`src/rtl/sic_pkg.sv`:
```
// ****************************************************************
// Shared constants and types for the input configuration block
// ****************************************************************
package sic_pkg;

   // ****************************************************************
   // Register offsets
   // ****************************************************************
   localparam logic [7:0] SIC_TEST_CTRL_OFF   = 8'h03;
   localparam logic [7:0] SIC_IN1_FREQ_OFF    = 8'h22;
   localparam logic [7:0] SIC_IN2_FREQ_OFF    = 8'h23;
   localparam logic [7:0] SIC_MODE_CFG_OFF    = 8'h34;
   localparam logic [7:0] SIC_OUT_STD_OFF     = 8'h38;
   localparam logic [7:0] SIC_IN1_TOL_OFF     = 8'h41;
   localparam logic [7:0] SIC_IN2_TOL_OFF     = 8'h42;
   localparam logic [7:0] SIC_DIVN_LO_OFF     = 8'h46;
   localparam logic [7:0] SIC_DIVN_HI_OFF     = 8'h47;
   localparam logic [7:0] SIC_SYNTH_STD_OFF   = 8'h64;
   localparam logic [7:0] SIC_STATUS_OFF      = 8'h7e;

   // ****************************************************************
   // Field positions
   // ****************************************************************
   localparam int SIC_EDGE_SEL_BIT   = 2;  // test_control_one
   localparam int SIC_NET_STD_BIT    = 2;  // input_mode_config
   localparam int SIC_OUT_STD_BIT_A  = 5;  // output standard register
   localparam int SIC_OUT_STD_BIT_B  = 6;
   localparam int SIC_SYNTH_STD_BIT  = 4;
   localparam int SIC_DIVN_HI_W      = 6;  // N is 14 bits wide

   // ****************************************************************
   // Reset values
   // ****************************************************************
   localparam logic [7:0] SIC_TEST_CTRL_RST  = 8'h00;
   localparam logic [7:0] SIC_FREQ_RST       = 8'h00;
   localparam logic [7:0] SIC_MODE_CFG_RST   = 8'h00;
   localparam logic [7:0] SIC_OUT_STD_RST    = 8'h00;
   localparam logic [7:0] SIC_SYNTH_STD_RST  = 8'h00;
   localparam logic [7:0] SIC_TOL_RST        = 8'h50;  // 80 ppm
   localparam logic [7:0] SIC_DIVN_LO_RST    = 8'h00;
   localparam logic [7:0] SIC_DIVN_HI_RST    = 8'h00;

   // ****************************************************************
   // Expected frequency codes
   // ****************************************************************
   localparam logic [3:0] SIC_F_8K      = 4'h0;
   localparam logic [3:0] SIC_F_1544K   = 4'h1;
   localparam logic [3:0] SIC_F_2048K   = 4'h2;
   localparam logic [3:0] SIC_F_6480K   = 4'h3;
   localparam logic [3:0] SIC_F_19440K  = 4'h4;
   localparam logic [3:0] SIC_F_25920K  = 4'h5;
   localparam logic [3:0] SIC_F_38880K  = 4'h6;
   localparam logic [3:0] SIC_F_51840K  = 4'h7;
   localparam logic [3:0] SIC_F_77760K  = 4'h8;
   localparam int         SIC_F_CODES   = 9;

   // Division ratio down to 8 kHz, indexed by frequency code
   localparam logic [13:0] SIC_TO_8K_RATIO [SIC_F_CODES] = '{
      14'd1, 14'd193, 14'd256, 14'd810, 14'd2430,
      14'd3240, 14'd4860, 14'd6480, 14'd9720};

   // Input period in clock cycles at 125 MHz, indexed by code
   localparam logic [15:0] SIC_PERIOD_CYC [SIC_F_CODES] = '{
      16'd15625, 16'd81, 16'd61, 16'd19, 16'd6,
      16'd5, 16'd3, 16'd2, 16'd2};

   // ****************************************************************
   // Timing
   // ****************************************************************
   localparam int SIC_CLK_KHZ         = 125000;
   localparam int SIC_RESET_REL_MS    = 250;
   localparam int SIC_APLL_SETTLE_MS  = 1;
   localparam int SIC_INIT_CYCLES     =
      (SIC_RESET_REL_MS + SIC_APLL_SETTLE_MS) * SIC_CLK_KHZ;

   // ****************************************************************
   // Types
   // ****************************************************************
   typedef struct packed {
      logic       wr;
      logic       rd;
      logic [7:0] addr;
      logic [7:0] wdata;
   } sic_reg_req_t;

   typedef struct packed {
      logic       divn;      // bit 7
      logic       lock_to_8k_mode; // bit 6
      logic [1:0] bucket_id; // bits 5:4
      logic [3:0] code;      // bits 3:0
   } sic_freq_cfg_t;

   typedef struct packed {
      logic [2:0] freq_sel;
      logic       net_std;
   } sic_strap_t;

   typedef enum logic [1:0] {
      SIC_LOAD = 2'b00,
      SIC_WAIT = 2'b01,
      SIC_RUN  = 2'b11
   } sic_phase_t;

endpackage : sic_pkg

```
`src/rtl/sic_prediv.sv`:
```
`timescale 1ns/1ps
// ****************************************************************
// Edge counting pre-divider ahead of the phase comparator
// ****************************************************************
module sic_prediv #(
   parameter int CNT_W = 14
) (
   // Clock and reset
   input  wire logic             clk,
   input  wire logic             rstn,
   // Control
   input  wire logic             enable,
   input  wire logic [CNT_W-1:0] ratio,
   // Edge in, divided edge out
   input  wire logic             edge_in,
   output logic                  div_pulse
);
   import sic_pkg::*;

   logic [CNT_W-1:0] count;

   // Count qualifying edges, pulse on the last one of each group
   always_ff @(posedge clk or negedge rstn) begin
      if (!rstn) begin
         count     <= '0;
         div_pulse <= 1'b0;
      end else if (!enable) begin
         count     <= '0;  // Held clear in direct mode, so counting restarts cleanly
         div_pulse <= 1'b0;
      end else if (edge_in) begin
         if (count + CNT_W'(1) >= ratio) begin
            count     <= '0;
            div_pulse <= 1'b1;
         end else begin
            count     <= count + CNT_W'(1);
            div_pulse <= 1'b0;
         end
      end else begin
         div_pulse <= 1'b0;
      end
   end

endmodule : sic_prediv

```
`src/rtl/sic_input_select.sv`:
```
`timescale 1ns/1ps
// Overview of operation
// - Frequency-select and standard straps sampled only during reset as 4-bit code.
// - Code 000 8k; 001 2.048/1.544 by standard; 010-111 6.48 to 77.76 MHz.
// - Every reset loads the same strap frequency into both inputs.
// - Later resets overwrite frequency registers from the straps present then.
// - Strap changes after reset and initialization are ignored.
// - Standard bit one means SONET, zero SDH, device-wide.
// - Direct mode compares phase at the input's own frequency.
// - Lock-to-8k bit 6 makes pre-divider reach 8 kHz for spot frequencies.
// - Bit 2 of test register 03 picks the input edge used by pre-divider.
// - Divide-by-N bit 7 divides input by N+1, N from 1 to 12499.
// - One shared N; both inputs in divide-by-N need equal source frequency.
// - Shared N held in register pair 46 and 47.
// - Frequency value 10XX0000 enables divide-by-N with 8 kHz code, XX bucket id.
// - Initialization window is 250 ms reset release plus 1 ms APLL start.
// - After initialization select pin high picks input 1, low input 2.
// - Tolerance registers 41 and 42 default to 80 ppm, writable later.
// - After initialization acts as plain selector, DPLL tracking chosen input.
// - Standard strap seeds reg 34 bit 2, reg 38 bits 5,6, reg 64 bit 4.
// - About two missing cycles raise loss-of-signal pin and freeze DPLL.
module sic_input_select #(
   parameter int INIT_CYCLES = sic_pkg::SIC_INIT_CYCLES
) (
   // Clock and reset
   input  wire logic                clk,
   input  wire logic                rstn,
   // Strap pins
   input  wire sic_pkg::sic_strap_t expected_freq_strap,
   // Reference inputs and select pin
   input  wire logic                reference_input_1,
   input  wire logic                reference_input_2,
   input  wire logic                source_select_pin,
   // Register port
   input  wire sic_pkg::sic_reg_req_t reg_req,
   output logic [7:0]               reg_rdata,
   // To digital_pll_one
   output logic                     phase_cmp_pulse,
   output logic                     dpll_holdover,
   output logic                     selected_is_input2,
   // Device status
   output logic                     loss_of_signal_pin,
   output logic                     network_standard_bit,
   output logic                     init_done
);
   import sic_pkg::*;

   localparam int ICW = $clog2(INIT_CYCLES + 1);

   // ****************************************************************
   // Helper functions
   // ****************************************************************

   // Strap code to expected frequency code
   function automatic logic [3:0] strap_decode(input sic_strap_t s);
      logic [3:0] c;
      c = SIC_F_8K;
      case (s.freq_sel)
         3'h0: c = SIC_F_8K;
         3'h1: c = s.net_std ? SIC_F_1544K : SIC_F_2048K;
         3'h2: c = SIC_F_6480K;
         3'h3: c = SIC_F_19440K;
         3'h4: c = SIC_F_25920K;
         3'h5: c = SIC_F_38880K;
         3'h6: c = SIC_F_51840K;
         default: c = SIC_F_77760K;
      endcase
      return c;
   endfunction : strap_decode

   // Clamp an out-of-table code onto the 8 kHz entry
   function automatic int code_index(input logic [3:0] c);
      int i;
      i = (int'(c) < SIC_F_CODES) ? int'(c) : 0;
      return i;
   endfunction : code_index

   // Loss limit: two and a half nominal periods
   function automatic logic [15:0] los_limit(input logic [3:0] c);
      logic [15:0] p;
      p = SIC_PERIOD_CYC[code_index(c)];
      return (p << 1) + (p >> 1) + 16'h0001;
   endfunction : los_limit

   // ****************************************************************
   // Register state
   // ****************************************************************
   sic_phase_t    phase;
   sic_strap_t    strap_q;
   logic [ICW-1:0] init_cnt;
   logic [7:0]    test_ctrl;
   sic_freq_cfg_t in1_cfg;
   sic_freq_cfg_t in2_cfg;
   logic [7:0]    mode_cfg;
   logic [7:0]    out_std;
   logic [7:0]    synth_std;
   logic [7:0]    in1_tol;
   logic [7:0]    in2_tol;
   logic [7:0]    divn_lo;
   logic [7:0]    divn_hi;
   logic          wr_ok;
   logic [3:0]    strap_code;

   assign wr_ok      = reg_req.wr && (phase != SIC_LOAD);
   assign strap_code = strap_decode(strap_q);

   // Straps follow the pins only while reset is held; no async reset
   // here so the flop never takes a port value asynchronously.
   always_ff @(posedge clk) begin
      if (!rstn) begin
         strap_q <= expected_freq_strap;
      end
   end

   // ****************************************************************
   // Initialization sequence
   // ****************************************************************

   // Load straps, then hold the select pin off for the init window
   always_ff @(posedge clk or negedge rstn) begin
      if (!rstn) begin
         phase    <= SIC_LOAD;
         init_cnt <= '0;
      end else begin
         case (phase)
            SIC_LOAD: begin
               phase    <= SIC_WAIT;
               init_cnt <= '0;
            end
            SIC_WAIT: begin
               if (init_cnt >= ICW'(INIT_CYCLES - 1)) begin
                  phase <= SIC_RUN;
               end else begin
                  init_cnt <= init_cnt + ICW'(1);
               end
            end
            default: phase <= SIC_RUN;
         endcase
      end
   end

   // ****************************************************************
   // Configuration registers
   // ****************************************************************

   // Per-input expected frequency; strap load wins over any write
   always_ff @(posedge clk or negedge rstn) begin
      if (!rstn) begin
         in1_cfg <= SIC_FREQ_RST;
         in2_cfg <= SIC_FREQ_RST;
      end else if (phase == SIC_LOAD) begin
         in1_cfg <= {4'h0, strap_code};
         in2_cfg <= {4'h0, strap_code};
      end else if (wr_ok) begin
         if (reg_req.addr == SIC_IN1_FREQ_OFF) begin
            in1_cfg <= reg_req.wdata;
         end else if (reg_req.addr == SIC_IN2_FREQ_OFF) begin
            in2_cfg <= reg_req.wdata;
         end
      end
   end

   // Standard selection bits, all seeded from the standard strap
   always_ff @(posedge clk or negedge rstn) begin
      if (!rstn) begin
         mode_cfg  <= SIC_MODE_CFG_RST;
         out_std   <= SIC_OUT_STD_RST;
         synth_std <= SIC_SYNTH_STD_RST;
      end else if (phase == SIC_LOAD) begin
         mode_cfg[SIC_NET_STD_BIT]     <= strap_q.net_std;
         out_std[SIC_OUT_STD_BIT_A]    <= strap_q.net_std;
         out_std[SIC_OUT_STD_BIT_B]    <= strap_q.net_std;
         synth_std[SIC_SYNTH_STD_BIT]  <= strap_q.net_std;
      end else if (wr_ok) begin
         if (reg_req.addr == SIC_MODE_CFG_OFF) begin
            mode_cfg <= reg_req.wdata;
         end else if (reg_req.addr == SIC_OUT_STD_OFF) begin
            out_std <= reg_req.wdata;
         end else if (reg_req.addr == SIC_SYNTH_STD_OFF) begin
            synth_std <= reg_req.wdata;
         end
      end
   end

   // Test control, tolerances and shared divider value
   always_ff @(posedge clk or negedge rstn) begin
      if (!rstn) begin
         test_ctrl <= SIC_TEST_CTRL_RST;
         in1_tol   <= SIC_TOL_RST;
         in2_tol   <= SIC_TOL_RST;
         divn_lo   <= SIC_DIVN_LO_RST;
         divn_hi   <= SIC_DIVN_HI_RST;
      end else if (wr_ok) begin
         if (reg_req.addr == SIC_TEST_CTRL_OFF) begin
            test_ctrl <= reg_req.wdata;
         end else if (reg_req.addr == SIC_IN1_TOL_OFF) begin
            in1_tol <= reg_req.wdata;
         end else if (reg_req.addr == SIC_IN2_TOL_OFF) begin
            in2_tol <= reg_req.wdata;
         end else if (reg_req.addr == SIC_DIVN_LO_OFF) begin
            divn_lo <= reg_req.wdata;
         end else if (reg_req.addr == SIC_DIVN_HI_OFF) begin
            divn_hi <= {2'b00, reg_req.wdata[SIC_DIVN_HI_W-1:0]};
         end
      end
   end

   // ****************************************************************
   // Source selection and pre-division
   // ****************************************************************
   logic          sel_in2;
   sic_freq_cfg_t sel_cfg;
   logic          raw_now;
   logic          raw_prev;
   logic          rise;
   logic          fall;
   logic          div_active;
   logic [13:0]   div_ratio;
   logic [13:0]   shared_n;
   logic          div_pulse;

   // Select pin is ignored until init ends; input 1 is used meanwhile
   assign sel_in2  = (phase == SIC_RUN) && !source_select_pin;
   assign sel_cfg  = sel_in2 ? in2_cfg : in1_cfg;
   assign raw_now  = sel_in2 ? reference_input_2 : reference_input_1;
   assign rise     = raw_now && !raw_prev;
   assign fall     = !raw_now && raw_prev;
   // One N serves both inputs; the sources must then match in rate
   assign shared_n = {divn_hi[SIC_DIVN_HI_W-1:0], divn_lo};
   assign div_active = sel_cfg.divn || sel_cfg.lock_to_8k_mode;

   // Divide-by-N takes priority over the automatic 8 kHz ratio
   always_comb begin
      if (sel_cfg.divn) begin
         div_ratio = shared_n + 14'h0001;
      end else begin
         div_ratio = SIC_TO_8K_RATIO[code_index(sel_cfg.code)];
      end
   end

   // Previous level of the selected input for edge detection
   always_ff @(posedge clk or negedge rstn) begin
      if (!rstn) begin
         raw_prev <= 1'b0;
      end else begin
         raw_prev <= raw_now;
      end
   end

   sic_prediv #(
      .CNT_W (14)
   ) u_prediv (
      .clk       (clk),
      .rstn      (rstn),
      .enable    (div_active),
      .ratio     (div_ratio),
      .edge_in   (test_ctrl[SIC_EDGE_SEL_BIT] ? fall : rise),
      .div_pulse (div_pulse)
   );

   // Comparator event: divided path or raw rising edge
   always_ff @(posedge clk or negedge rstn) begin
      if (!rstn) begin
         phase_cmp_pulse <= 1'b0;
      end else if (phase == SIC_LOAD) begin
         phase_cmp_pulse <= 1'b0;
      end else begin
         phase_cmp_pulse <= div_active ? div_pulse : rise;
      end
   end

   // ****************************************************************
   // Fast activity monitor
   // ****************************************************************
   logic [15:0] gap_cnt;
   logic [15:0] gap_limit;

   // Both divided modes time the gap at the 8 kHz period, whatever rate N gives
   assign gap_limit = los_limit(div_active ? SIC_F_8K : sel_cfg.code);

   // Gap counter restarts on every comparator event and saturates
   always_ff @(posedge clk or negedge rstn) begin
      if (!rstn) begin
         gap_cnt <= '0;
      end else if (phase_cmp_pulse) begin
         gap_cnt <= '0;
      end else if (gap_cnt != 16'hffff) begin
         gap_cnt <= gap_cnt + 16'h0001;
      end
   end

   // Alarm and holdover together; they clear on the next event
   always_ff @(posedge clk or negedge rstn) begin
      if (!rstn) begin
         loss_of_signal_pin <= 1'b0;
         dpll_holdover      <= 1'b0;
      end else if (phase_cmp_pulse) begin
         loss_of_signal_pin <= 1'b0;
         dpll_holdover      <= 1'b0;
      end else if (gap_cnt >= gap_limit) begin
         loss_of_signal_pin <= 1'b1;
         dpll_holdover      <= 1'b1;
      end
   end

   // ****************************************************************
   // Status outputs and read port
   // ****************************************************************

   // Registered copies of block state
   always_ff @(posedge clk or negedge rstn) begin
      if (!rstn) begin
         selected_is_input2   <= 1'b0;
         network_standard_bit <= 1'b0;
         init_done            <= 1'b0;
      end else begin
         selected_is_input2   <= sel_in2;
         network_standard_bit <= mode_cfg[SIC_NET_STD_BIT];
         init_done            <= (phase == SIC_RUN);
      end
   end

   // Read data latched on a read strobe; unmapped reads give zero
   always_ff @(posedge clk or negedge rstn) begin
      if (!rstn) begin
         reg_rdata <= 8'h00;
      end else if (reg_req.rd) begin
         if (reg_req.addr == SIC_TEST_CTRL_OFF) begin
            reg_rdata <= test_ctrl;
         end else if (reg_req.addr == SIC_IN1_FREQ_OFF) begin
            reg_rdata <= in1_cfg;
         end else if (reg_req.addr == SIC_IN2_FREQ_OFF) begin
            reg_rdata <= in2_cfg;
         end else if (reg_req.addr == SIC_MODE_CFG_OFF) begin
            reg_rdata <= mode_cfg;
         end else if (reg_req.addr == SIC_OUT_STD_OFF) begin
            reg_rdata <= out_std;
         end else if (reg_req.addr == SIC_IN1_TOL_OFF) begin
            reg_rdata <= in1_tol;
         end else if (reg_req.addr == SIC_IN2_TOL_OFF) begin
            reg_rdata <= in2_tol;
         end else if (reg_req.addr == SIC_DIVN_LO_OFF) begin
            reg_rdata <= divn_lo;
         end else if (reg_req.addr == SIC_DIVN_HI_OFF) begin
            reg_rdata <= divn_hi;
         end else if (reg_req.addr == SIC_SYNTH_STD_OFF) begin
            reg_rdata <= synth_std;
         end else if (reg_req.addr == SIC_STATUS_OFF) begin
            reg_rdata <= {4'h0, div_active, loss_of_signal_pin,
                          sel_in2, (phase == SIC_RUN)};
         end else begin
            reg_rdata <= 8'h00;
         end
      end
   end

endmodule : sic_input_select

```
`config.mk`:
```
export PLATFORM = sky130hd
export DESIGN_NAME = sic_input_select
export DESIGN_NICKNAME = d
export VERILOG_FILES = /design/src/rtl/sic_pkg.sv /design/src/rtl/sic_prediv.sv /design/src/rtl/sic_input_select.sv
export SDC_FILE = /design/constraint.sdc
export NUM_CORES = 1
export LEC_CHECK = 0
export ABC_AREA = 0
export BUFFER_PORTS_ARGS = -buffer_cell sky130_fd_sc_hd__clkbuf_2
export CAP_MARGIN = 20
export CORE_ASPECT_RATIO = 1.5
export CORE_MARGIN = 5
export CORE_UTILIZATION = 45
export DETAILED_ROUTE_END_ITERATION = 8
export GPL_TIMING_DRIVEN = 0
export HOLD_SLACK_MARGIN = 0.1
export SYNTH_ARGS = -nofsm -noshare
export SYNTH_HDL_FRONTEND = slang
export SYNTH_SLANG_ARGS = --single-unit
export TNS_END_PERCENT = 30
```
`constraint.sdc`:
```
create_clock -name clk -period 5.7 [get_ports clk]
set_input_delay 0.285 -clock clk [delete_from_list [all_inputs] [get_ports clk]]
set_output_delay 0.285 -clock clk [all_outputs]
set_load 0.01 [all_outputs]
```
Word level (Yosys, flattened, before mapping)
Memory sizes are Yosys's and may differ from the RTL's. Index checks and enable logic that the tools add are counted.

Bits in registers: 154. ROM bits: 480. Bits of input ports: 27. Output and inout port bits: 14. Logic and storage cells: 176. Memories: 2.

Memories: (no name shown) (words 16, bits a word 16, read ports 1, clocked after memory_dff 0, wr ports 0, RTL line sic_input_select.sv:81) `p = SIC_PERIOD_CYC[code_index(c)];`; (no name shown) (words 16, bits a word 14, read ports 1, clocked after memory_dff 0, wr ports 0, RTL line sic_input_select.sv:237) `div_ratio = SIC_TO_8K_RATIO[code_index(sel_cfg.code)];`.

Add/sub/neg operators: 6. $lt $le $gt $ge: 7. Equal/unequal tests: 26. Mux-type cells: 59. Bitwise gates (word level): 9. Reductions and logical operators: 34.

Operator list (count): $mux 8 (18); $mux 14 (6); $ge 32x5->1 const B (2); $mux 16 (4); $not 4->32 (2); $pmux 25 s2 (1); $eq 8x7->1 const B (6); $add 16x1->16 const B (2); $eq 8x6->1 const B (4); $add 14x1->14 const B (2); $pmux 4 s7 (1); $add 25x1->25 const B (1); $ge 25x25->1 const B (1); $mux 25 (1); $mux 7 (3); $mux 5 (4); $reduce_bool 2->1 (10); $add 16x15->16 (1); $ge 16x16->1 (1); $mux 4 (4); $ne 16x16->1 const B (1); $ge 14x14->1 (1); $reduce_and 3->1 (4); $reduce_and 4->1 (3); 22 further kinds (58).

Logic depth before layout (Yosys ltp)
Gate-level depths: netlist of the first run.

Depth in word-level cells: 16. Mapped depth: 22. Mapped depth without buffers: 21.

Cells and area by module
A second synthesis of the first run with hierarchy kept.

Cells, all modules: 973. Area, all modules: 9420.3 sq um.

By module, submodules not included: sic_input_select (instances 1, cells an instance 835, area each 8166.6 sq um, seq. area each 3503.4 sq um); sic_prediv (instances 1, cells an instance 138, area each 1253.7 sq um, seq. area each 375.4 sq um).

Least setup slack after synthesis of the first run
Ideal clock, no wire load.

Kind: reg2reg. Start: register phase[0]. End: register loss_of_signal_pin. Library setup time: 99 ps. Data arrival time: 4062 ps. Required time: 5601 ps. Setup slack: 1539 ps. Cell stages (with the launch flop): 23. Buffers on the path: 1. Clock period less this slack: 4161 ps. Cell sequence: dfrtp_1 > nand3b_1 > inv_2 > buf_1 > nand2_1 > nand3b_1 > inv_1 > nand2_1 > ha_1 > xnor2_1 > o22ai_1 > ha_1 > and2_1 > a31o_2 > a311oi_2 > nor2_2 > o21a_1 > o31ai_2 > ha_1 > o21ai_0 > a21oi_1 > nand4_1 > a311oi_1.

Longest elaborated chain between the ends: 15.

Ends and longest elaborated chain: start, declared (RTL line sic_input_select.sv:88) `sic_phase_t phase;`; start signal, assigned (RTL line sic_input_select.sv:122) `phase <= SIC_LOAD;`; start signal, assigned (RTL line sic_input_select.sv:127) `phase <= SIC_WAIT;`; start signal, assigned (RTL line sic_input_select.sv:132) `phase <= SIC_RUN;`; $eq 2x2->1 * (RTL line sic_input_select.sv:223) `assign sel_in2 = (phase == SIC_RUN) && !source_select_pin;`; $logic_and 1x1->1 * (RTL line sic_input_select.sv:223); via sel_in2 (RTL line sic_input_select.sv:211) `logic sel_in2;`; $mux 8 * (RTL line sic_input_select.sv:224) `assign sel_cfg = sel_in2 ? in2_cfg : in1_cfg;`; $logic_or 1x1->1 (RTL line sic_input_select.sv:230) `assign div_active = sel_cfg.divn || sel_cfg.lock_to_8k_mode;`; $mux 4 * (RTL line sic_input_select.sv:279) `assign gap_limit = los_limit(div_active ? SIC_F_8K : sel_cfg.code);`; $lt 4x4->1 (RTL line sic_input_select.sv:74) `i = (int'(c) < SIC_F_CODES) ? int'(c) : 0;`; $mux 4 * (RTL line sic_input_select.sv:74); $not 4->32 (not written as such) * (RTL line sic_input_select.sv:81); $mem_v2 16x16 *; $mux 16 (not written as such) * (2 in series) (RTL line sic_input_select.sv:81); $add 16x15->16 * (RTL line sic_input_select.sv:82) `return (p << 1) + (p >> 1) + 16'h0001;`; $add 16x1->16 * (RTL line sic_input_select.sv:82); $ge 16x16->1 * (RTL line sic_input_select.sv:300) `end else if (gap_cnt >= gap_limit) begin`; $reduce_bool 2->1 (no source line) *; end signal, assigned (RTL line sic_input_select.sv:295) `loss_of_signal_pin <= 1'b0;`; end signal, assigned (RTL line sic_input_select.sv:298) `loss_of_signal_pin <= 1'b0;`; end signal, assigned (RTL line sic_input_select.sv:301) `loss_of_signal_pin <= 1'b1;`; end, declared (RTL line sic_input_select.sv:42) `output logic loss_of_signal_pin,`.

Mark *: on every way through the listed nets, which the timed path passes. The rest lies on a longest branch. The select of a mux whose other input is x is not followed. A chain may end at the register's enable or synchronous reset.

Worst setup path after layout of the first run
Start: register phase[0]. End: register loss_of_signal_pin.

Longest elaborated chain between the ends: 15.

Ends and longest elaborated chain (RTL line): $eq 2x2->1 * (sic_input_select.sv:223); $logic_and 1x1->1 * (sic_input_select.sv:223); $mux 8 * (sic_input_select.sv:224); $logic_or 1x1->1 (sic_input_select.sv:230); $mux 4 * (sic_input_select.sv:279); $lt 4x4->1 (sic_input_select.sv:74); $mux 4 * (sic_input_select.sv:74); $not 4->32 (not written as such) * (sic_input_select.sv:81); $mem_v2 16x16 *; $mux 16 (not written as such) * (2 in series) (sic_input_select.sv:81); $add 16x15->16 * (sic_input_select.sv:82); $add 16x1->16 * (sic_input_select.sv:82); $ge 16x16->1 * (sic_input_select.sv:300); $reduce_bool 2->1 (no source line) *.

Mark *: on every way between the ends. The rest lies on a longest branch, timed or not. The select of a mux whose other input is x is not followed.

==> metrics, run 1 <==
status=finished, final reports clean; largest family of logic cells by synthesized area=simple AND/OR/NAND/NOR gates; WP data arrival=5.48 ns; Tmin final=a little over 5 ns; Max VDD drop=around 200 uV; most common flop cell mapped by yosys=dfrtp_1; Warnings, synthesis=0; worst path required time=6.03 ns; Worst Setup Start Kind=flop; Peak Freq=a little under 0.2 GHz; Worst-path clk slew=about 0.060 ns; CTS max path bufs=2; sequential fraction of the synthesis area=0.409; Crit. End Element=flop; Largest Register=init_cnt; Port-buffer cells=31; Synth area leaders=dfrtp_1 39%, mux2_2 8.3%, ha_1 5.9%; max reg flops=25; TNS Setup=0 ns; Routed Antenna Nets=0; Yosys top cell area share=0.385; CTS buffer count=17; Skew-Pair Late Insertion Delay=approximately 0.43 ns; number of primary I/O pins=41; CTS tree=done; final setup vio count=0; DRC viols=0; r2r endpoint=loss_of_signal_pin; EDFF count, synth=4; CP Launch Point=phase[0]; # H-tree levels=4; Synth async-reset ratio=0.974; crit-path max FO=10; DR vias=about 8.0k; drt total wl=25,400 um; most numerous cell in the Yosys netlist=dfrtp_1; XOR/XNOR Fraction of Synth Area=0.0443; Final Max Slew Viols=0; fillers=~2k; pwr/cell area=268 nW/um2; global-route usage over all layers=0.218; Sinks on Clock Net=154; vias per inst=roughly 6; Synth top cells by count=146 x dfrtp_1, 95 x nand2_1, 90 x nor2_1, 70 x mux2_2; Worst Hold Depth=3; total core area=~21,000 um2; share of layout cells above drive strength 1=0.152; Chip Height=188 um; GP Congestion=~0.86; Critical Path End=loss_of_signal_pin; Final Hold Viols=0; syn nets=~1.1k; mux contribution to synthesized area=0.107; end-of-flow core utilization=0.511; max cap viols=0; #FFs+latches synth=between 150 and 200; biggest regs=init_cnt (25), gap_cnt (16), u_prediv.count (14); area grow syn2layout=12.5%; worst slew pin tran=approximately 0.80 ns; Final nets=roughly 1.1k; post-synthesis compound-gate area fraction=0.150; slack of the worst reg-to-reg path=between 0.5 and 0.6 ns; RSZ-0062 raised after global routing=false; Clock Skew=between 0.005 and 0.006 ns; Die ar.=around 24,000 um2; Worst R2R Start=phase[0]; Crit Path Category=flop to flop; grt total ovfl=0; vias in the first global route=around 7.9k; Cell variety after synth=81; wire per inst=18.8 um; post-synth top area cell=dfrtp_1; Hold Path Class=input pin to flop; Adder-Cell Fraction of Synth Area=0.0594; Initial Util=0.454; CTS root buf=clkbuf_16; Slew HR=0.459; Die Wd=approximately 130 um; initial DRC count=560; post-CTS setup buffers=0; largest net degree at the start of global routing=84; Worst Reg2Reg Path Length in Cells=20; antenna cell count=0; Site Rows=65; Synth Area in Simple Gates=0.197; Netlist Area Pre-Place=~9500 um2; Post-Syn Area per Cell=about 9.4 um2; LEAKAGE=4.75 nW; Cells after Synth=slightly above 1k; TritonRoute pass-1 iters=8; initial antenna violation count=0; DP Wirelength=about 19,000 um; post-cts resize count=0; Period Utilization, post-route=0.902; first-pass GRT wire length=about 42,000 um
through the flow:
stage                     setup slack, ns  cell area (um2)  hold WS, ns  cells  power [W]
after detailed placement            0.578            10000        0.336   1314    0.00173
after global placement              0.538             9970        0.462   1311    0.00172
final                               0.558            10700        0.124   1351    0.00286
after floorplan                      1.54             9480      -0.0106   1012    0.00157
after global routing                0.125            10700        0.134   1351    0.00302
after CTS                           0.550            10700        0.108   1351    0.00289
routing by layer:
metal | GRT usage | wire (um) | up-vias
li1 | - | - | 3813
met1 | 0.271 | 10600 | 3916
met2 | 0.379 | 13100 | 171
met3 | 0.0345 | 924 | 50
met4 | 0.0804 | 789 | 0
met5 | 0 | 0 | -
report_power, final:
group / internal, W / switching (W) / leakage (nW)
Combinational: 0.000212 / 0.000300 / 2.40
Sequential: 0.00115 / 0.0000552 / 2.06
Clock: 0.000688 / 0.000461 / 0.291
worst max-delay path, cell delays in order (launching register included):
cell and delay (ns):
dfrtp_1 0.44, nand3b_1 0.29, inv_2 0.15, o21ai_0 0.67, clkbuf_1 0.46, nand2_1 0.18, ha_1 0.40, xnor2_1 0.18
o22ai_1 0.08, ha_1 0.22, and2_1 0.15, a31o_2 0.21, a311oi_2 0.28, nor2_2 0.11, o21a_1 0.19, o31ai_2 0.19
ha_1 0.22, o21ai_0 0.09, a21oi_1 0.14, nand4_1 0.12, a311oi_1 0.26
worst min path at each step:
| stage | start | endpoint | slack, ns |
|---|---|---|---|
| after global routing | reference_input_2 | raw_prev | 0.13 |
| after detailed placement | rstn | u_prediv.count[9] | 0.34 |
| after floorplan | rstn | divn_hi[0] | -0.01 |
| after global placement | mode_cfg[2] | network_standard_bit | 0.46 |
| after CTS | reference_input_2 | raw_prev | 0.11 |
| final | reference_input_2 | raw_prev | 0.12 |
cell families (layout without fill, tap and decap cells):
logic type | Yosys count | count (layout)
adders and majority gates | 45 | 45
xor gates and xnor gates | 48 | 48
AOI/OAI and AO/OA | 213 | 213
other | 1 | 1
muxes | 93 | 93
buffers and inverters | 80 | 151
and+or+nand+nor | 378 | 378
DFF | 154 | 154
cells in the final DEF (no fill, tap or decap), drive strengths merged, types with 30 or more instances in the layout:
cell	count
a21oi	59
dfrtp	146
nor2	91
nand2	95
clkbuf	90
inv	32
ha	45
mux2	70
xnor2	30
nand3	59
o21ai	44
area by class of cell:
type / instances / area, um2 / share of cell area
Clock buffer: 21 / 480 / 0.0450
Sequential cell: 154 / 3880 / 0.363
Inverter: 32 / 120 / 0.0113
Buffer: 48 / 191 / 0.0179
Clock inverter: 11 / 118 / 0.0110
Timing Repair Buffer: 39 / 254 / 0.0238
Tap cell: 268 / 335 / 0.0314
Multi-Input combinational cell: 778 / 5290 / 0.496
repair_timing:
action	4_1_cts	5_1_grt
hold endpoints to repair	68	0
setup endpoints to repair	0	0
hold buffers	5	0
Power figures use the tool's default switching activity.
==> run 2: changes to the inputs <==
--- a/config.mk
+++ b/config.mk
@@ -8,12 +8,15 @@
 export ABC_AREA = 0
 export BUFFER_PORTS_ARGS = -buffer_cell sky130_fd_sc_hd__clkbuf_2
 export CAP_MARGIN = 20
+export CELL_PAD_IN_SITES_DETAIL_PLACEMENT = 0
+export CELL_PAD_IN_SITES_GLOBAL_PLACEMENT = 1
 export CORE_ASPECT_RATIO = 1.5
 export CORE_MARGIN = 5
 export CORE_UTILIZATION = 45
 export DETAILED_ROUTE_END_ITERATION = 8
 export GPL_TIMING_DRIVEN = 0
 export HOLD_SLACK_MARGIN = 0.1
+export PLACE_DENSITY_LB_ADDON = 0.1
 export SYNTH_ARGS = -nofsm -noshare
 export SYNTH_HDL_FRONTEND = slang
 export SYNTH_SLANG_ARGS = --single-unit
==> metrics, run 2 (synthesis gave the netlist of run 1 again) <==
status=finished, final reports clean; CTS buffer count=17; Hold Path Class=input pin to flop; CTS max path bufs=2; total core area=20,900 um2; DP Wirelength=19,500 um; GP Congestion=0.843; biggest regs=init_cnt (25), gap_cnt (16), u_prediv.count (14); Max VDD drop=between 200 and 250 uV; Worst-path clk slew=roughly 0.07 ns; Site Rows=65; Post-DP Area=~10,000 um2; DR vias=approximately 8k; hold_buf cts=5; Top Metal Used=met4; combinational share of power=0.180; Final Max Slew Viols=0; Worst Setup Start Kind=flop; max reg flops=25; non-filler cells in the finished layout=between 1k and 1.5k; most frequent cells in the layout=146 x dfrtp_1, 95 x nand2_1, 90 x nor2_1; post-CTS setup buffers=0; share of layout cells above drive strength 1=0.150; CP cell instances=nand3b_1 > inv_2 > o21ai_0 > clkbuf_1 > nand2_1 > ha_1 > xnor2_1 > o22ai_1 > ha_1 > and2_1 > a31o_2 > a311oi_2 > nor2_2 > o21a_1 > o31ai_2 > ha_1 > o21ai_0 > a21oi_1 > nand4_1 > a311oi_1; initial antenna violation count=0; Clock Skew=0.0121 ns; global-route usage over all layers=0.227; pwr/cell area=approximately 270 nW/um2; Die Wd=~130 um; Worst R2R Start=phase[0]; Crit Path Category=flop to flop; max cap viols=0; Clock Power Share=0.398; Die ar.=roughly 24,000 um2; Initial Util=0.454; placed cell count=around 1.3k; crit-path max FO=10; fin area=10,700 um2; switching part of the total=0.295; initial DRC count=319; metal2 WL=around 14,000 um; CTS tree=done; first-pass GRT wire length=43,300 um; Period Utilization, post-route=0.920; worst slew pin tran=0.808 ns; Slew HR=0.460; Final nets=1,142; Chip Height=~190 um; CP max stage delay=between 0.6 and 0.7 ns; met3 WL=~710 um; WP data arrival=~5.6 ns; vias per inst=between 5 and 6; RSZ-0062 raised after global routing=false; drt total wl=26,600 um; CP Launch Point=phase[0]; Crit. End Element=flop; LEAKAGE=4.73 nW; Psw=0.000840 W; Port-buffer cells=31; Critical Path Most Common Cell=ha_1; most common cell after layout, fill and taps aside=dfrtp_1; Internal=between 0.002 and 0.0025 W; worst path required time=6.04 ns; sequential share of power=0.422; Final Hold Viols=0; post-cts resize count=0; antenna cell count=0; wl on met1=~11,000 um; number of primary I/O pins=around 40; Routed Antenna Nets=0; grt total ovfl=0; TNS Setup=0 ns; Tmin final=between 5 and 6 ns; final setup vio count=0; DRC viols=0; Largest Register=init_cnt; Peak Freq=roughly 0.19 GHz; HP Start=reference_input_2; area grow syn2layout=12.3%; CP max stage cell=o21ai_0; vias in the first global route=8,038; # H-tree levels=4; largest net degree at the start of global routing=roughly 110; Sinks on Clock Net=between 150 and 200; TritonRoute pass-1 iters=7; wire per inst=just under 20 um; Skew-Pair Late Insertion Delay=between 0.4 and 0.5 ns; CTS root buf=clkbuf_16
run 2: cell count changes in the layout (fill, tap and decap cells not counted):
cell and delta:
clkbuf_8 -4, clkinv_2 -4, clkbuf_1 +3, inv_6 +3, clkinv_4 +1, clkinvlp_4 +1
run 2: worst paths after layout:
path | to | depth (start not counted) | slack, ns
worst max register to register | loss_of_signal_pin | 20 | 0.46
max in group asynchronous | init_cnt[23] | 3 | 4.48
min in group asynchronous | u_prediv.count[12] | 2 | 0.34
worst max-delay path | loss_of_signal_pin | 20 | 0.46
worst min-delay path | raw_prev | 3 | 0.15
worst min register to register | network_standard_bit | 0 | 0.46
run 2: through the flow:
step                power (W)  setup WS, ns   util  hold slack [ns]
CTS                   0.00288         0.342  0.510            0.130
detailed placement    0.00173         0.366  0.480            0.251
global route          0.00300         0.145  0.510            0.152
floorplan             0.00157          1.54      -          -0.0106
finish                0.00285         0.457  0.510            0.149
global placement      0.00172         0.397  0.477            0.448
run 2: worst max-delay path, delay by kind of cell (launching register included):
| family | cells | cell delay [ns] |
|---|---|---|
| compound gates | 9 | 2.13 |
| simple gates | 5 | 0.87 |
| xor+xnor | 1 | 0.18 |
| buf+inv | 2 | 0.67 |
| fa+ha+maj | 3 | 0.85 |
| flops | 1 | 0.44 |
run 2: cell type report:
type	instances	area, um2
Inverter	32	120
Fill cell	1991	10300
Clock inverter	12	140
Tap cell	268	335
Sequential cell	154	3880
Timing Repair Buffer	39	254
Clock buffer	20	437
Multi-Input combinational cell	778	5290
Buffer	48	191
run 2: power by group through the flow:
| stage | Combinational [W] | Sequential (W) | Clock (W) |
|---|---|---|---|
| 2_1_floorplan | 0.000367 | 0.00120 | 0 |
| 3_3_place_gp | 0.000504 | 0.00122 | 0 |
| 3_5_place_dp | 0.000513 | 0.00122 | 0 |
| 4_1_cts | 0.000519 | 0.00120 | 0.00116 |
| 5_1_grt | 0.000581 | 0.00121 | 0.00121 |
| 6_report | 0.000512 | 0.00120 | 0.00113 |
run 2: routing by layer:
layer,vias up,GRT usage
met4,0,0.0942
met3,48,0.0376
li1,3805,-
met2,147,0.387
met1,3875,0.283
met5,-,0
==> run 3: changes to the inputs <==
--- a/config.mk
+++ b/config.mk
@@ -9,15 +9,15 @@
 export BUFFER_PORTS_ARGS = -buffer_cell sky130_fd_sc_hd__clkbuf_2
 export CAP_MARGIN = 20
 export CELL_PAD_IN_SITES_DETAIL_PLACEMENT = 0
-export CELL_PAD_IN_SITES_GLOBAL_PLACEMENT = 1
+export CELL_PAD_IN_SITES_GLOBAL_PLACEMENT = 2
 export CORE_ASPECT_RATIO = 1.5
-export CORE_MARGIN = 5
-export CORE_UTILIZATION = 45
+export CORE_UTILIZATION = 41
 export DETAILED_ROUTE_END_ITERATION = 8
 export GPL_TIMING_DRIVEN = 0
 export HOLD_SLACK_MARGIN = 0.1
 export PLACE_DENSITY_LB_ADDON = 0.1
 export SYNTH_ARGS = -nofsm -noshare
 export SYNTH_HDL_FRONTEND = slang
+export SYNTH_HIERARCHICAL = 1
 export SYNTH_SLANG_ARGS = --single-unit
 export TNS_END_PERCENT = 30
==> metrics, run 3 <==
status=finished, final reports clean; post-synthesis compound-gate area fraction=0.143; Final nets=between 1k and 1.5k; Initial Util=0.419; sequential share of power=0.376; Warnings, synthesis=6; Synth async-reset ratio=0.974; Yosys top cell area share=0.388; Die ar.=~24,000 um2; Hold Path Class=input pin to flop; HP Start=reference_input_2; Clock Skew=approximately 0.013 ns; Psw=between 0.001 and 0.0015 W; grt total ovfl=0; biggest regs=init_cnt (25), gap_cnt (16), u_prediv/count (14); Skew-Pair Late Insertion Delay=0.44 ns; antenna cell count=0; CTS root buf=clkbuf_16; initial DRC count=approximately 340; Chip Height=between 150 and 200 um; #FFs+latches synth=between 150 and 200; vias per inst=5.69; Final Hold Viols=0; CTS buffer count=17; area grow syn2layout=12.4%; placed cell count=around 1.3k; Clock Power Share=0.328; Cell variety after synth=just under 90; # H-tree levels=4; CP Launch Point=phase[1]; RSZ-0062 raised after global routing=false; mux contribution to synthesized area=0.101; max reg flops=25; worst path required time=about 6.0 ns; Max VDD drop=around 210 uV; Adder-Cell Fraction of Synth Area=0.0584; Largest Register=init_cnt; LEAKAGE=around 4.8 nW; switching part of the total=0.345; max cap viols=0; global-route usage over all layers=0.235; TritonRoute pass-1 iters=5; most numerous cell in the Yosys netlist=dfrtp_1; CTS max path bufs=2; largest net degree at the start of global routing=roughly 100; TNS Setup=0 ns; fin area=roughly 11,000 um2; vias in the first global route=approximately 7.7k; fillers=~2.2k; largest family of logic cells by synthesized area=simple AND/OR/NAND/NOR gates; sequential fraction of the synthesis area=0.412; post-synth top area cell=dfrtp_1; share of layout cells above drive strength 1=0.172; CTS tree=done; most frequent cells in the layout=146 x dfrtp_1, 101 x nand2_1, 71 x nor2_1; total core area=22,500 um2; DR vias=approximately 7.5k; drt total wl=about 26,000 um; initial antenna violation count=0; Cells after Synth=about 970; Routed Antenna Nets=0; EDFF count, synth=4; Site Rows=between 60 and 70; first-pass GRT wire length=approximately 43,000 um; Design Power=roughly 0.0034 W; pwr/cell area=approximately 320 nW/um2; Synth area leaders=dfrtp_1 39%, mux2_2 7.9%, ha_1 5.8%; Worst Setup Start Kind=flop; Synth Area in Simple Gates=0.204; crit-path max FO=10; Die Wd=126 um; Peak Freq=0.205 GHz; Port-buffer cells=30; Post-DP Area=9960 um2; most common flop cell mapped by yosys=dfrtp_1; Multi-input gate area=approximately 5200 um2; Sinks on Clock Net=154; combinational share of power=0.296; Slew HR=0.266; Worst R2R Start=phase[1]; final setup vio count=0; DP Wirelength=approximately 19,000 um; Synth top cells by count=146 x dfrtp_1, 101 x nand2_1, 71 x nor2_1, 66 x mux2_2, 54 x a21oi_1; number of primary I/O pins=41; Crit Path Category=flop to flop; non-filler cells in the finished layout=1,318; wire per inst=approximately 20 um; DRC viols=0; area taken by flip-flops and latches=3880 um2; syn nets=about 1.0k; end-of-flow core utilization=0.471; Final Max Slew Viols=0; Worst-path clk slew=0.07 ns; worst slew pin tran=around 1.1 ns; XOR/XNOR Fraction of Synth Area=0.0436; Tmin final=4.87 ns; Netlist Area Pre-Place=9420 um2; GP Congestion=~0.80; Crit. End Element=flop; Post-Syn Area per Cell=9.68 um2; WP data arrival=5.17 ns; Period Utilization, post-route=0.855; Internal=around 0.0022 W; most common cell after layout, fill and taps aside=dfrtp_1
-- run 3: cell types whose count changed after synthesis, moves of 8 or more --
cell,delta
xnor2_1,-15
clkbuf_1,-12
o21ai_0,-18
nand3_1,-11
xor2_1,+12
a22oi_1,-9
a31oi_1,-8
inv_1,+8
nor4_1,-11
nor2_1,-19
a22o_1,+10
-- run 3: what timing repair did --
item / in CTS / in global routing
setup buffers: 0 / 0
gates resized for setup: 0 / 0
endpoints found under the hold margin: 52 / 0
hold buffers: 5 / 0
-- run 3: through the flow --
step | setup slack (ns) | hold slack (ns)
6_report | 0.826 | 0.143
5_1_grt | 0.413 | 0.173
4_1_cts | 0.792 | 0.130
3_5_place_dp | 0.827 | 0.281
3_3_place_gp | 0.729 | 0.455
2_1_floorplan | 1.91 | -0.0106
-- run 3: routing by layer --
metal	global-route usage	share of wire
met1	0.291	0.44
met5	0	0
met2	0.417	0.51
met4	0.0751	0.021
met3	0.0354	0.027
-- run 3: power by group through the flow --
stage / Clock, W / Combinational (W) / Sequential, W
after detailed placement: 0 / 0.00102 / 0.00131
final: 0.00113 / 0.00101 / 0.00129
after floorplan: 0 / 0.000761 / 0.00127
after global placement: 0 / 0.00101 / 0.00131
after global routing: 0.00121 / 0.00118 / 0.00130
after CTS: 0.00116 / 0.00103 / 0.00129
-- run 3: path summary, 6_finish.rpt --
path / cells after the start / endpoint / slack, ns
setup / recovery: 19 / loss_of_signal_pin / 0.83
hold / removal: 3 / raw_prev / 0.14
setup reg to reg: 19 / loss_of_signal_pin / 0.83
hold reg to reg: 0 / network_standard_bit / 0.47
max in group asynchronous: 3 / in2_tol[0] / 4.45
min in group asynchronous: 2 / gap_cnt[11] / 0.36
-- run 3: kinds of logic (layout without fill, tap and decap cells) --
| group | Yosys count | count (layout) |
|---|---|---|
| other cells | 1 | 1 |
| mux | 87 | 87 |
| xor+xnor | 46 | 46 |
| simple gates | 368 | 368 |
| flops | 154 | 154 |
| fa+ha+maj | 44 | 44 |
| compound gates | 193 | 193 |
| buf+inv | 80 | 149 |
-- run 3: cell type report --
cell class,count,share of cell area
multi-input cells,739,0.489
flip-flops and latches,154,0.366
clock buffers,19,0.0438
well taps,276,0.0326
repair buffers,37,0.0230
plain buffers,42,0.0206
inverters,38,0.0135
clock inverters,13,0.0108
-- run 3: critical path, stage by stage (launching register included) --
cell and delay [ns]:
dfrtp_1 0.43, nand3b_1 0.22, buf_1 0.58, a31oi_1 0.39
or2_2 0.42, ha_1 0.34, nand2_1 0.08, xor2_1 0.14
o32ai_1 0.37, ha_1 0.24, nor2_1 0.05, nand3_1 0.07
o21ai_1 0.08, nand2b_1 0.16, xor2_1 0.16, ha_1 0.26
o21ai_0 0.14, a21oi_1 0.06, o41ai_1 0.37, a311oi_1 0.15
